**src/logic/vih_pkg.sv**
```systemverilog
// shared constants for the vectored interrupt handler
package vih_pkg;
   localparam int unsigned NumSrc = 12;
   localparam int unsigned HalfSrc = 6;
   // register byte offsets on the wishbone slave
   localparam logic [4:0] OffIrqEnable = 5'h00;
   localparam logic [4:0] OffExtEnable = 5'h04;
   localparam logic [4:0] OffPrioSel = 5'h08;
   localparam logic [4:0] OffExtPrioSel = 5'h0C;
   localparam logic [4:0] OffPending = 5'h10;
   localparam logic [4:0] OffStatus = 5'h14;
   // field positions
   localparam int unsigned GlobalEnBit = 7;
   localparam int unsigned StatSrcLsb = 8;
   localparam int unsigned StatActBit = 12;
   // reset values
   localparam logic [7:0] RstEnable = 8'h00;
   localparam logic [5:0] RstPrio = 6'h00;
   localparam logic [11:0] RstPending = 12'h000;
   // vector layout: first vector above the reset vector, fixed stride
   localparam logic [15:0] VecBase = 16'h0003;
   localparam logic [15:0] VecStride = 16'h0008;
   // sources whose flag hardware clears on vectoring
   localparam logic [11:0] HwClearMask = 12'h00F;
   typedef enum logic {VIH_RUN, VIH_HOLD} vih_state_t;
endpackage : vih_pkg

```
**src/logic/vih_arb_if.sv**
```systemverilog
// arbitration request and result between handler and arbiter
`timescale 1ns/1ps
`default_nettype none
interface vih_arb_if;
   logic [11:0] active;
   logic [11:0] highSel;
   logic        valid;
   logic [3:0]  src;
   logic        high;
   modport arbiter (input active, input highSel,
                    output valid, output src, output high);
   modport client (output active, output highSel,
                   input valid, input src, input high);
endinterface : vih_arb_if
`default_nettype wire

```
**src/logic/vih_arbiter.sv**
```systemverilog
// two-level fixed-order priority arbiter
`timescale 1ns/1ps
`default_nettype none
module vih_arbiter #(
   parameter int unsigned NUM_SRC = vih_pkg::NumSrc
) (
   vih_arb_if.arbiter arb
);
   logic [11:0] hiReq;
   logic [11:0] loReq;

   always_comb begin
      hiReq = arb.active & arb.highSel;
      loReq = arb.active & ~arb.highSel;
      arb.valid = |arb.active;
      arb.high = |hiReq;
      arb.src = 4'h0;
      // high level wins, lowest index first within a level
      for (int i = NUM_SRC - 1; i >= 0; i--) begin
         if (arb.high ? hiReq[i] : loReq[i]) begin
            arb.src = 4'(i);
         end
      end
   end
endmodule : vih_arbiter
`default_nettype wire

```
**src/logic/vih_top.sv**
```systemverilog
// vectored interrupt handler with wishbone register access
// Summary of operation
// twelve sources, two priority levels each
// source condition sets its pending flag
// flags set even when source disabled
// enabled set flag requests, disabled ignored
// each source has own enable bit
// source enables count only under global enable
// global enable zero blocks every source
// after instruction ends, call source vector
// return resumes at next skipped instruction
// clear then single-cycle op may still vector
// clear then multi-cycle op never vectors
// only some flags cleared on vectoring
// flag still set re-enters after one instruction
// software flag set acts as request
// high preempts low, high never preempted
// higher level wins, then lowest order
// sample every clock, three cycle minimum
// equal or lower waits return plus one
// vectors eight bytes apart from three
// in-service tracked per priority level
`timescale 1ns/1ps
`default_nettype none
module vih_top (
   input  wire logic        sys_clk,
   input  wire logic        reset_n,
   input  wire logic        wb_cyc_i,
   input  wire logic        wb_stb_i,
   input  wire logic        wb_we_i,
   input  wire logic [4:0]  wb_adr_i,
   input  wire logic [3:0]  wb_sel_i,
   input  wire logic [31:0] wb_dat_i,
   output logic      [31:0] wb_dat_o,
   output logic             wb_ack_o,
   input  wire logic [11:0] srcEvent,
   input  wire logic        instrDone,
   input  wire logic        instrMulti,
   input  wire logic        instrReti,
   output logic             vecCall,
   output logic      [15:0] vecAddr,
   output logic      [1:0]  inService
);
   vih_arb_if arb ();

   logic [7:0]       irqEnable_q, irqEnable_d;
   logic [5:0]       extEnable_q, extEnable_d;
   logic [5:0]       prioSel_q, prioSel_d;
   logic [5:0]       extPrioSel_q, extPrioSel_d;
   logic [11:0]      pending_q, pending_d;
   logic             grace_q, grace_d;
   vih_pkg::vih_state_t state_q, state_d;
   logic [1:0]       isv_q, isv_d;
   logic             reqValid_q, reqValid_d;
   logic [3:0]       reqSrc_q, reqSrc_d;
   logic             reqHigh_q, reqHigh_d;
   logic             vecCall_q, vecCall_d;
   logic [15:0]      vecAddr_q, vecAddr_d;
   logic [3:0]       lastSrc_q, lastSrc_d;
   logic             ack_q, ack_d;
   logic [31:0]      rdat_q, rdat_d;
   logic             wrEn;
   logic             globalEn;
   logic [11:0]      srcEnable;
   logic             takeNow;
   logic             preemptOk;

   function automatic logic [15:0] vecOf(input logic [3:0] src);
      vecOf = vih_pkg::VecBase + 16'(src) * vih_pkg::VecStride;
   endfunction : vecOf

   function automatic logic hit(input logic [4:0] adr,
                                input logic [4:0] off);
      hit = (adr == off);
   endfunction : hit

   assign globalEn  = irqEnable_q[vih_pkg::GlobalEnBit];
   // per-source enables from both enable registers, not gated by the global bit
   assign srcEnable = {extEnable_q, irqEnable_q[5:0]};
   assign wrEn = wb_cyc_i & wb_stb_i & wb_we_i & ack_q & wb_sel_i[0];

   // a flag of a disabled source never reaches the arbiter
   assign arb.active  = pending_q & srcEnable &
                        {12{globalEn | grace_q}};
   assign arb.highSel = {extPrioSel_q, prioSel_q};

   vih_arbiter #(
      .NUM_SRC (vih_pkg::NumSrc)
   ) u_arb (
      .arb (arb)
   );

   // detect stage: request re-sampled every clock
   always_comb begin
      reqValid_d = arb.valid;
      reqSrc_d   = arb.src;
      reqHigh_d  = arb.high;
   end

   // nesting: low service may be preempted only by high, high by nothing
   always_comb begin
      unique case (isv_q)
         2'b00:   preemptOk = 1'b1;
         2'b01:   preemptOk = reqHigh_q;
         default: preemptOk = 1'b0;
      endcase
   end

   // grace: a request after clearing the global bit still counts across
   // a following single-cycle instruction, never a multi-cycle one;
   // a return boundary never vectors, the instruction after it may
   assign takeNow = instrDone & ~instrReti & reqValid_q & preemptOk &
                    (globalEn | (grace_q & ~instrMulti));

   always_comb begin
      grace_d = grace_q;
      if (instrDone) begin
         grace_d = 1'b0;
      end
      if (wrEn && hit(wb_adr_i, vih_pkg::OffIrqEnable) &&
          globalEn && !wb_dat_i[vih_pkg::GlobalEnBit]) begin
         grace_d = 1'b1;
      end
   end

   // marks the one instruction that runs after a return
   always_comb begin
      state_d = state_q;
      unique case (state_q)
         vih_pkg::VIH_RUN: begin
            if (instrDone && instrReti) begin
               state_d = vih_pkg::VIH_HOLD;
            end
         end
         vih_pkg::VIH_HOLD: begin
            if (instrDone && !instrReti) begin
               state_d = vih_pkg::VIH_RUN;
            end
         end
      endcase
   end

   // in-service per level; return retires the highest active level
   always_comb begin
      isv_d = isv_q;
      if (instrDone && instrReti) begin
         if (isv_q[1]) begin
            isv_d[1] = 1'b0;
         end else begin
            isv_d[0] = 1'b0;
         end
      end
      if (takeNow) begin
         if (reqHigh_q) begin
            isv_d[1] = 1'b1;
         end else begin
            isv_d[0] = 1'b1;
         end
      end
   end

   always_comb begin
      vecCall_d = takeNow;
      vecAddr_d = vecAddr_q;
      lastSrc_d = lastSrc_q;
      if (takeNow) begin
         vecAddr_d = vecOf(reqSrc_q);
         lastSrc_d = reqSrc_q;
      end
   end

   // pending flags: software write replaces, hardware set wins over clear
   always_comb begin
      pending_d = pending_q;
      if (wrEn && hit(wb_adr_i, vih_pkg::OffPending)) begin
         pending_d = wb_dat_i[11:0];
      end
      if (takeNow) begin
         pending_d = pending_d &
                     ~(vih_pkg::HwClearMask & (12'h001 << reqSrc_q));
      end
      pending_d = pending_d | srcEvent;
   end

   // register writes take effect on the edge that sees ack high
   always_comb begin
      irqEnable_d  = irqEnable_q;
      extEnable_d  = extEnable_q;
      prioSel_d    = prioSel_q;
      extPrioSel_d = extPrioSel_q;
      if (wrEn) begin
         if (hit(wb_adr_i, vih_pkg::OffIrqEnable)) begin
            irqEnable_d = {wb_dat_i[7], 1'b0, wb_dat_i[5:0]};
         end
         if (hit(wb_adr_i, vih_pkg::OffExtEnable)) begin
            extEnable_d = wb_dat_i[5:0];
         end
         if (hit(wb_adr_i, vih_pkg::OffPrioSel)) begin
            prioSel_d = wb_dat_i[5:0];
         end
         if (hit(wb_adr_i, vih_pkg::OffExtPrioSel)) begin
            extPrioSel_d = wb_dat_i[5:0];
         end
      end
   end

   // single-wait-state slave; unmapped reads return zero
   always_comb begin
      ack_d  = wb_cyc_i & wb_stb_i & ~ack_q;
      rdat_d = rdat_q;
      if (wb_cyc_i && wb_stb_i && !ack_q) begin
         unique case (wb_adr_i)
            vih_pkg::OffIrqEnable:  rdat_d = {24'h000000, irqEnable_q};
            vih_pkg::OffExtEnable:  rdat_d = {26'h0000000, extEnable_q};
            vih_pkg::OffPrioSel:    rdat_d = {26'h0000000, prioSel_q};
            vih_pkg::OffExtPrioSel: rdat_d = {26'h0000000, extPrioSel_q};
            vih_pkg::OffPending:    rdat_d = {20'h00000, pending_q};
            vih_pkg::OffStatus:     rdat_d = {19'h00000, reqValid_q,
                                              lastSrc_q, 6'h00, isv_q};
            default:                rdat_d = 32'h00000000;
         endcase
      end
   end

   always_ff @(posedge sys_clk or negedge reset_n) begin
      if (!reset_n) begin
         irqEnable_q  <= vih_pkg::RstEnable;
         extEnable_q  <= vih_pkg::RstPrio;
         prioSel_q    <= vih_pkg::RstPrio;
         extPrioSel_q <= vih_pkg::RstPrio;
         pending_q    <= vih_pkg::RstPending;
         grace_q      <= 1'b0;
         state_q      <= vih_pkg::VIH_RUN;
         isv_q        <= 2'b00;
         reqValid_q   <= 1'b0;
         reqSrc_q     <= 4'h0;
         reqHigh_q    <= 1'b0;
         vecCall_q    <= 1'b0;
         vecAddr_q    <= 16'h0000;
         lastSrc_q    <= 4'h0;
         ack_q        <= 1'b0;
         rdat_q       <= 32'h00000000;
      end else begin
         irqEnable_q  <= irqEnable_d;
         extEnable_q  <= extEnable_d;
         prioSel_q    <= prioSel_d;
         extPrioSel_q <= extPrioSel_d;
         pending_q    <= pending_d;
         grace_q      <= grace_d;
         state_q      <= state_d;
         isv_q        <= isv_d;
         reqValid_q   <= reqValid_d;
         reqSrc_q     <= reqSrc_d;
         reqHigh_q    <= reqHigh_d;
         vecCall_q    <= vecCall_d;
         vecAddr_q    <= vecAddr_d;
         lastSrc_q    <= lastSrc_d;
         ack_q        <= ack_d;
         rdat_q       <= rdat_d;
      end
   end

   assign wb_dat_o  = rdat_q;
   assign wb_ack_o  = ack_q;
   assign vecCall   = vecCall_q;
   assign vecAddr   = vecAddr_q;
   assign inService = isv_q;
endmodule : vih_top
`default_nettype wire

```
**config.mk**
```make
export PLATFORM = sky130hd
export DESIGN_NAME = vih_top
export DESIGN_NICKNAME = d
export VERILOG_FILES = /design/src/logic/vih_pkg.sv /design/src/logic/vih_arb_if.sv /design/src/logic/vih_arbiter.sv /design/src/logic/vih_top.sv
export SDC_FILE = /design/constraint.sdc
export NUM_CORES = 1
export LEC_CHECK = 0
export ABC_AREA = 1
export BUFFER_PORTS_ARGS = -buffer_cell sky130_fd_sc_hd__buf_2
export CAP_MARGIN = 20
export CELL_PAD_IN_SITES_DETAIL_PLACEMENT = 1
export CELL_PAD_IN_SITES_GLOBAL_PLACEMENT = 1
export CORE_AREA = 2 2 90 157
export CTS_CLUSTER_SIZE = 30
export DETAILED_ROUTE_END_ITERATION = 10
export DIE_AREA = 0 0 92 159
export PLACE_DENSITY_LB_ADDON = 0.1
export SYNTH_ARGS = -nofsm -noshare
export SYNTH_HDL_FRONTEND = slang
export SYNTH_SLANG_ARGS = --single-unit
```
**constraint.sdc**
```tcl
create_clock -name sys_clk -period 3.6 [get_ports sys_clk]
set_input_delay 0.54 -clock sys_clk [delete_from_list [all_inputs] [get_ports sys_clk]]
set_output_delay 0.54 -clock sys_clk [all_outputs]
set_load 0.05 [all_outputs]
```
# After elaboration in Yosys (flattened, before gate mapping)

Cells that the tools add are included.

Flip-flop bits (word level): 100
Bits of input ports: 61
Output and inout bits: 52
Logic and storage cells: 99

Multiplexer cells: 35
Eq/ne operators: 6
Reductions and logical operators: 18
Shifts and indexed selects: 1
Bitwise operators: 23
Add/sub/neg operators: 1

Operator list:

| cell                                                 | number |
|---|---|
| one-hot mux 13 bit (6 select lines)                  | 1 |
| AND 12 bit                                           | 5 |
| 2-to-1 mux 4 bit                                     | 12 |
| 2-to-1 mux 12 bit                                    | 2 |
| OR reduction 12 bit                                  | 2 |
| 2-to-1 mux 1 bit                                     | 17 |
| inverter 12 bit                                      | 1 |
| inverter 4 -> 12 bit                                 | 1 |
| bitwise OR 12 bit                                    | 1 |
| AND 1 bit                                            | 10 |
| equality test 5 x 4 -> 1 bit (second input constant) | 2 |
| equality test 5 bit (second input constant)          | 2 |
| adder 2 x 7 -> 8 bit (first input constant)          | 1 |
| AND reduction 2 bit                                  | 4 |
| logical AND 1 bit                                    | 7 |
| equality test 5 x 3 -> 1 bit (second input constant) | 1 |
| logical NOT 5 bit                                    | 1 |
| 2-to-1 mux 2 bit                                     | 2 |
| left shift 1 x 4 -> 4 bit (first input constant)     | 1 |
| inverter 1 bit                                       | 3 |
| equality test 2 x 1 -> 1 bit (second input constant) | 1 |
| logical NOT 1 bit                                    | 2 |
| logical NOT 2 bit                                    | 1 |
| bitwise OR 1 bit                                     | 2 |
| 2 further kinds                                      | 2 |

# Logic depth before layout (Yosys ltp)

Depth in word-level cells: 17
Gate-level depth with buffers: 19
Gate-level depth less buffers: 18

# Hierarchy

Synthesis repeated with hierarchy kept, for this count alone.

Cell total of the unflattened synthesis: 475
Area total of the unflattened synthesis: 3677.3 µm²

Modules (own cells, without submodules):

| module      | seq. area each (µm²) | cells each | times used | area an instance (µm²) |
|---|---|---|---|---|
| vih_top     | 1651.6               | 405        | 1          | 3338.2 |
| vih_arbiter | 0.0                  | 70         | 1          | 339.1 |

# Least setup slack after synthesis

OpenSTA, ideal clock, no wires.

Path kind: input-to-reg
Start point: input port wb_adr_i[1]
End point: register pending_q[1]
Path slack: 1.646 ns
Buffers on the path: 2
Cell stages on the path: 10
Required time: 3.480 ns
Data arrival time: 1.834 ns
Setup time: 0.120 ns
Path through: nor2_1 inv_1 nor2_1 and2_1 buf_2 nand2_1 nor2_1 buf_4 nand2_1 a31o_2

Cells in the longest elaborated chain, start to end: 6

RTL lines:

| what                    | line           | text |
|---|---|---|
| start: declaration      | vih_top.sv:31  | `input wire logic [4:0] wb_adr_i,` |
| equality test 5 bit (*) | vih_top.sv:74  | `hit = (adr == off);` |
| logical AND 1 bit (*)   | vih_top.sv:175 | `if (wrEn && hit(wb_adr_i, vih_pkg::OffPending)) begin` |
| 2-to-1 mux 12 bit (*)   | vih_top.sv:175 |  |
| AND 12 bit              | vih_top.sv:179 | `pending_d = pending_d &` |
| 2-to-1 mux 12 bit (*)   | vih_top.sv:178 | `if (takeNow) begin` |
| bitwise OR 12 bit (*)   | vih_top.sv:182 | `pending_d = pending_d \| srcEvent;` |
| net pending_d[1]        | vih_top.sv:50  | `logic [11:0] pending_q, pending_d;` |
| end signal: assignment  | vih_top.sv:231 | `pending_q <= vih_pkg::RstPending;` |
| end signal: assignment  | vih_top.sv:248 | `pending_q <= pending_d;` |
| end: declaration        | vih_top.sv:50  |  |

The timed path passes the listed nets; every way through them passes the cells marked *.
A chain may end at the register's enable or synchronous reset.

# Worst setup path after layout

Start point: register irqEnable_q[7]
End point: register reqSrc_q[3]

Cells in the longest elaborated chain, start to end: 17
Elaborated cells between the ends (all ways): 29
Those cells by class: mux: 24; bitwise: 4; reduce/logical: 1

RTL lines:

| what                            | line              | text |
|---|---|---|
| start: declaration              | vih_top.sv:46     | `logic [7:0] irqEnable_q, irqEnable_d;` |
| start signal: assignment        | vih_top.sv:227    | `irqEnable_q <= vih_pkg::RstEnable;` |
| start signal: assignment        | vih_top.sv:244    | `irqEnable_q <= irqEnable_d;` |
| bitwise OR 1 bit (*)            | vih_top.sv:84     | `{12{globalEn \| grace_q}};` |
| AND 12 bit (*)                  | vih_top.sv:83     | `assign arb.active = pending_q & srcEnable &` |
| AND 12 bit (*)                  | vih_arbiter.sv:13 | `hiReq = arb.active & arb.highSel;` |
| OR reduction 12 bit (*)         | vih_arbiter.sv:16 | `arb.high = \|hiReq;` |
| net arb.high                    | vih_arb_if.sv:9   | `logic high;` |
| 2-to-1 mux 1 bit                | vih_arbiter.sv:20 | `if (arb.high ? hiReq[i] : loReq[i]) begin` |
| 2-to-1 mux 4 bit (11 in series) | vih_arbiter.sv:20 |  |
| 2-to-1 mux 4 bit (*)            | vih_arbiter.sv:20 |  |
| net arb.src[3]                  | vih_arb_if.sv:8   | `logic [3:0] src;` |
| end signal: assignment          | vih_top.sv:253    | `reqSrc_q <= reqSrc_d;` |
| end: declaration                | vih_top.sv:55     | `logic [3:0] reqSrc_q, reqSrc_d;` |

Marked as above.

==> results.md <==
CTS:
- The number of clock sinks is 66.
- Counting along the longest clock path gives a buffer depth of 2.
- In this run the number of H-tree levels came out at 3.
- After clock tree synthesis, the clock-pin slew on the worst setup and hold paths is 0.05 ns.
- The hold buffer count at CTS is 0.
- The number of gates resized after cts is 0.
- The number of setup buffers added after CTS is 0.
- The cell at the root of the clock tree is clkbuf_16.
- The later pin in the worst-skew pair is clocked with a latency of 0.34 ns.
- The CTS tree is built.
- The number of buffers created by CTS is 9.

Power:
- The worst-case IR drop observed on VDD is 0.000196 V.
- For this design the static power due to leakage is 2.14 nW.
- In this run the power density over the cells is 491 mW/mm2.

Critical path:
- At the worst endpoint, the required time is 3.82 ns.
- STA classifies the critical path endpoint as a flop.
- The highest fanout seen on the critical path is 13.
- The worst path arrival time is 2.39 ns.
- The kind of start point of the critical path is a flop.
- The worst setup path is of the reg2reg kind.

Min path:
- The min-delay analysis places its worst path in the category in2async.

Timing:
- Final hold analysis gives a worst-case slack of 0.319 ns.
- The clock period could shrink to 2.17 ns.
- Derived from the worst setup path, the maximum achievable clock frequency is 0.461 GHz.
- Setup repair after global routing left no endpoint under its margin.
- The final critical path takes up 60.2% of the cycle.
- Across all setup checks in the final design, the least slack found is 1.43 ns.
- The number of hold violations in the final report came to 0.
- Setup violations remaining at the end of the flow were counted as 0.
- The max-slew violation count is 0.
- The worst clock skew is 0.00563 ns.
- After routing, the total negative slack on setup checks comes to 0 ns.
- The worst slew slack as a fraction of its limit is 42.3%.
- At the pin with the least slew margin, the transition time is 0.866 ns.

Place:
- During placement, the flow inserted port buffers numbering 60.
- The post-placement setup slack is 1.08 ns.
- The post-DP HPWL is 9.67 mm.
- The placer congestion estimate is 0.835.

Cells and area:
- In the final layout, the share of cells above drive strength 1 is 19.0%.
- Leaving out fill and tap cells, the most frequent cell in the layout is nand2_1.
- The number of antenna cells inserted is 0.
- Leaving out fill and tap cells, the most frequent cells in the layout are nand2_1, dfrtp_1, buf_2.
- After the last flow step, the layout net total stands at 581.
- The area added between synthesis and finish is 19.8%.

Floorplanning:
- Pin placement for this block handled 113 I/O pins.
- The horizontal die dimension is 92 um.
- The vertical die dimension is 159 um.
- For this configuration, the core starts out at a cell density of 26.7%.
- The region available for standard cell placement spans 0.0133 mm2.
- In this run the core area contains 56 standard-cell rows.
- The area of the die is 0.0146 mm2.

Drt:
- The total vias in the final route is 3,135.
- After detailed routing, the number of remaining DRC violations is 0.
- After detailed routing, the number of vias per cell comes to 4.48.
- The detailed-route wire length is 11.9 mm.
- In the final routed layout, each cell accounts on average for 17.0 um.
- In this run, the number of DRC markers left after iteration 0 of detailed routing was 121.
- Before antenna repair, the detailed router went through 4 iterations.
- The post-route antenna net violation count is 0.

GRT:
- The largest net degree at the start of global routing is 38.
- The first global-routing pass estimated 18.7 mm of wire.
- The number of antenna violations at the first check in global routing is 0.
- The number of global-route vias before repair is 3,285.
- Global routing finished with a remaining overflow of 0.
- The total global-route track usage is 17.3%.

Yosys:
- Counting every instance in the synthesized netlist gives 457.
- The post-synthesis cell type count is 37.
- Sorting the synthesized cells by area gives the leading types as dfrtp_1, nand2_1, o21ai_0, buf_4, inv_1.
- After synthesis the netlist holds a flip-flop and latch count of 66.
- The proportion of netlist area held by the largest area contributor is 46.4%.
- After synthesis the cells add up to 0.00356 mm2.
- The cell type with the highest aggregate area in the netlist is dfrtp_1.
- The Yosys step of the flow raised 0 warnings.
- The synthesized area per cell is 7.78 um2.
- The sequential cell area fraction in the yosys report is 46.4%.

Run status:
- The run finished with clean final reports.

Run:
- Across the run, the number of max-cap violations was 0.
## where the power goes
| group | internal, mW | switching [mW] |
|---|---|---|
| clock | 0.644 | 0.327 |
| combinational | 0.0601 | 0.267 |
| sequential | 0.773 | 0.0211 |
| total | 1.48 | 0.616 |
## flip-flops by register name, indices dropped and copies added (netlist names), 2 cells and up
| register | count |
|---|---|
| wb_dat_o | 13 |
| pending_q | 12 |
| irqEnable_q | 7 |
| extEnable_q | 6 |
| extPrioSel_q | 6 |
| prioSel_q | 6 |
| lastSrc_q | 4 |
| reqSrc_q | 4 |
| inService | 2 |
## cell type report
| cell class | instances | area, um2 |
|---|---|---|
| Clock buffer | 12 | 256 |
| Clock inverter | 4 | 73.8 |
| Fill cell | 1678 | 9050 |
| Inverter | 56 | 210 |
| Multi-Input combinational cell | 322 | 1510 |
| Sequential cell | 66 | 1650 |
| Tap cell | 174 | 218 |
| Timing Repair Buffer | 65 | 338 |
## kinds of logic after synthesis
family                 synth area share (%)
other                                 0.105
flip-flops                             46.4
AO/OA/AOI/OAI                          13.2
buffers and inverters                  14.0
AND/OR/NAND/NOR                        26.3
## per-stage QoR
step | total power [mW] | cells | area [um2] | utilization (%)
after floorplan | 1.06 | 485 | 3660 | -
after global placement | 1.14 | 683 | 3930 | 29.5
after detailed placement | 1.14 | 683 | 3930 | 29.5
after CTS | 2.13 | 699 | 4260 | 32.0
after global routing | 2.17 | 699 | 4260 | 32.0
final | 2.09 | 699 | 4260 | 32.0
## cells in the mapped netlist, drive strengths merged
master	n
a211oi	2
a21oi	11
a221oi	2
a31o	3
a31oi	1
and2	2
buf	35
clkbuf	6
clkinv	1
conb	1
dfrtp	66
inv	55
nand2	132
nand3	26
nand3b	8
nand4	6
nor2	29
nor3	2
nor4	3
o2111ai	2
o211ai	3
o21a	1
o21ai	55
o221ai	2
or2	3
## final timing paths
check	end	cells after the start	from	slack, ns
max reg2reg	reqSrc_q[3]	10	irqEnable_q[7]	1.43
min	wb_dat_o[4]	1	reset_n	0.32
min reg2reg	inService[0]	1	reqHigh_q	0.47
min in group sys_clk	pending_q[8]	3	srcEvent[8]	0.39
max	reqSrc_q[3]	10	irqEnable_q[7]	1.43
max in group asynchronous	irqEnable_q[7]	2	reset_n	2.51
## critical path: stages, from the launching register on
cell and delay, ns:
dfrtp_1 0.43, inv_2 0.09, nand2_4 0.18, nand3_1 0.14, nand2_1 0.13, nor2_2 0.06
nand3_4 0.15, inv_1 0.12, o21ai_0 0.31, nand4_1 0.16, a211oi_1 0.27
## routing by layer
metal	global-route usage (%)	vias to the layer above	share of wire (%)
met4	7.80	0	2.8
met1	18.3	1505	38
li1	-	1545	-
met2	32.5	70	56
met3	3.08	15	3.5
met5	0	-	0
Power figures use the tool's default switching activity.
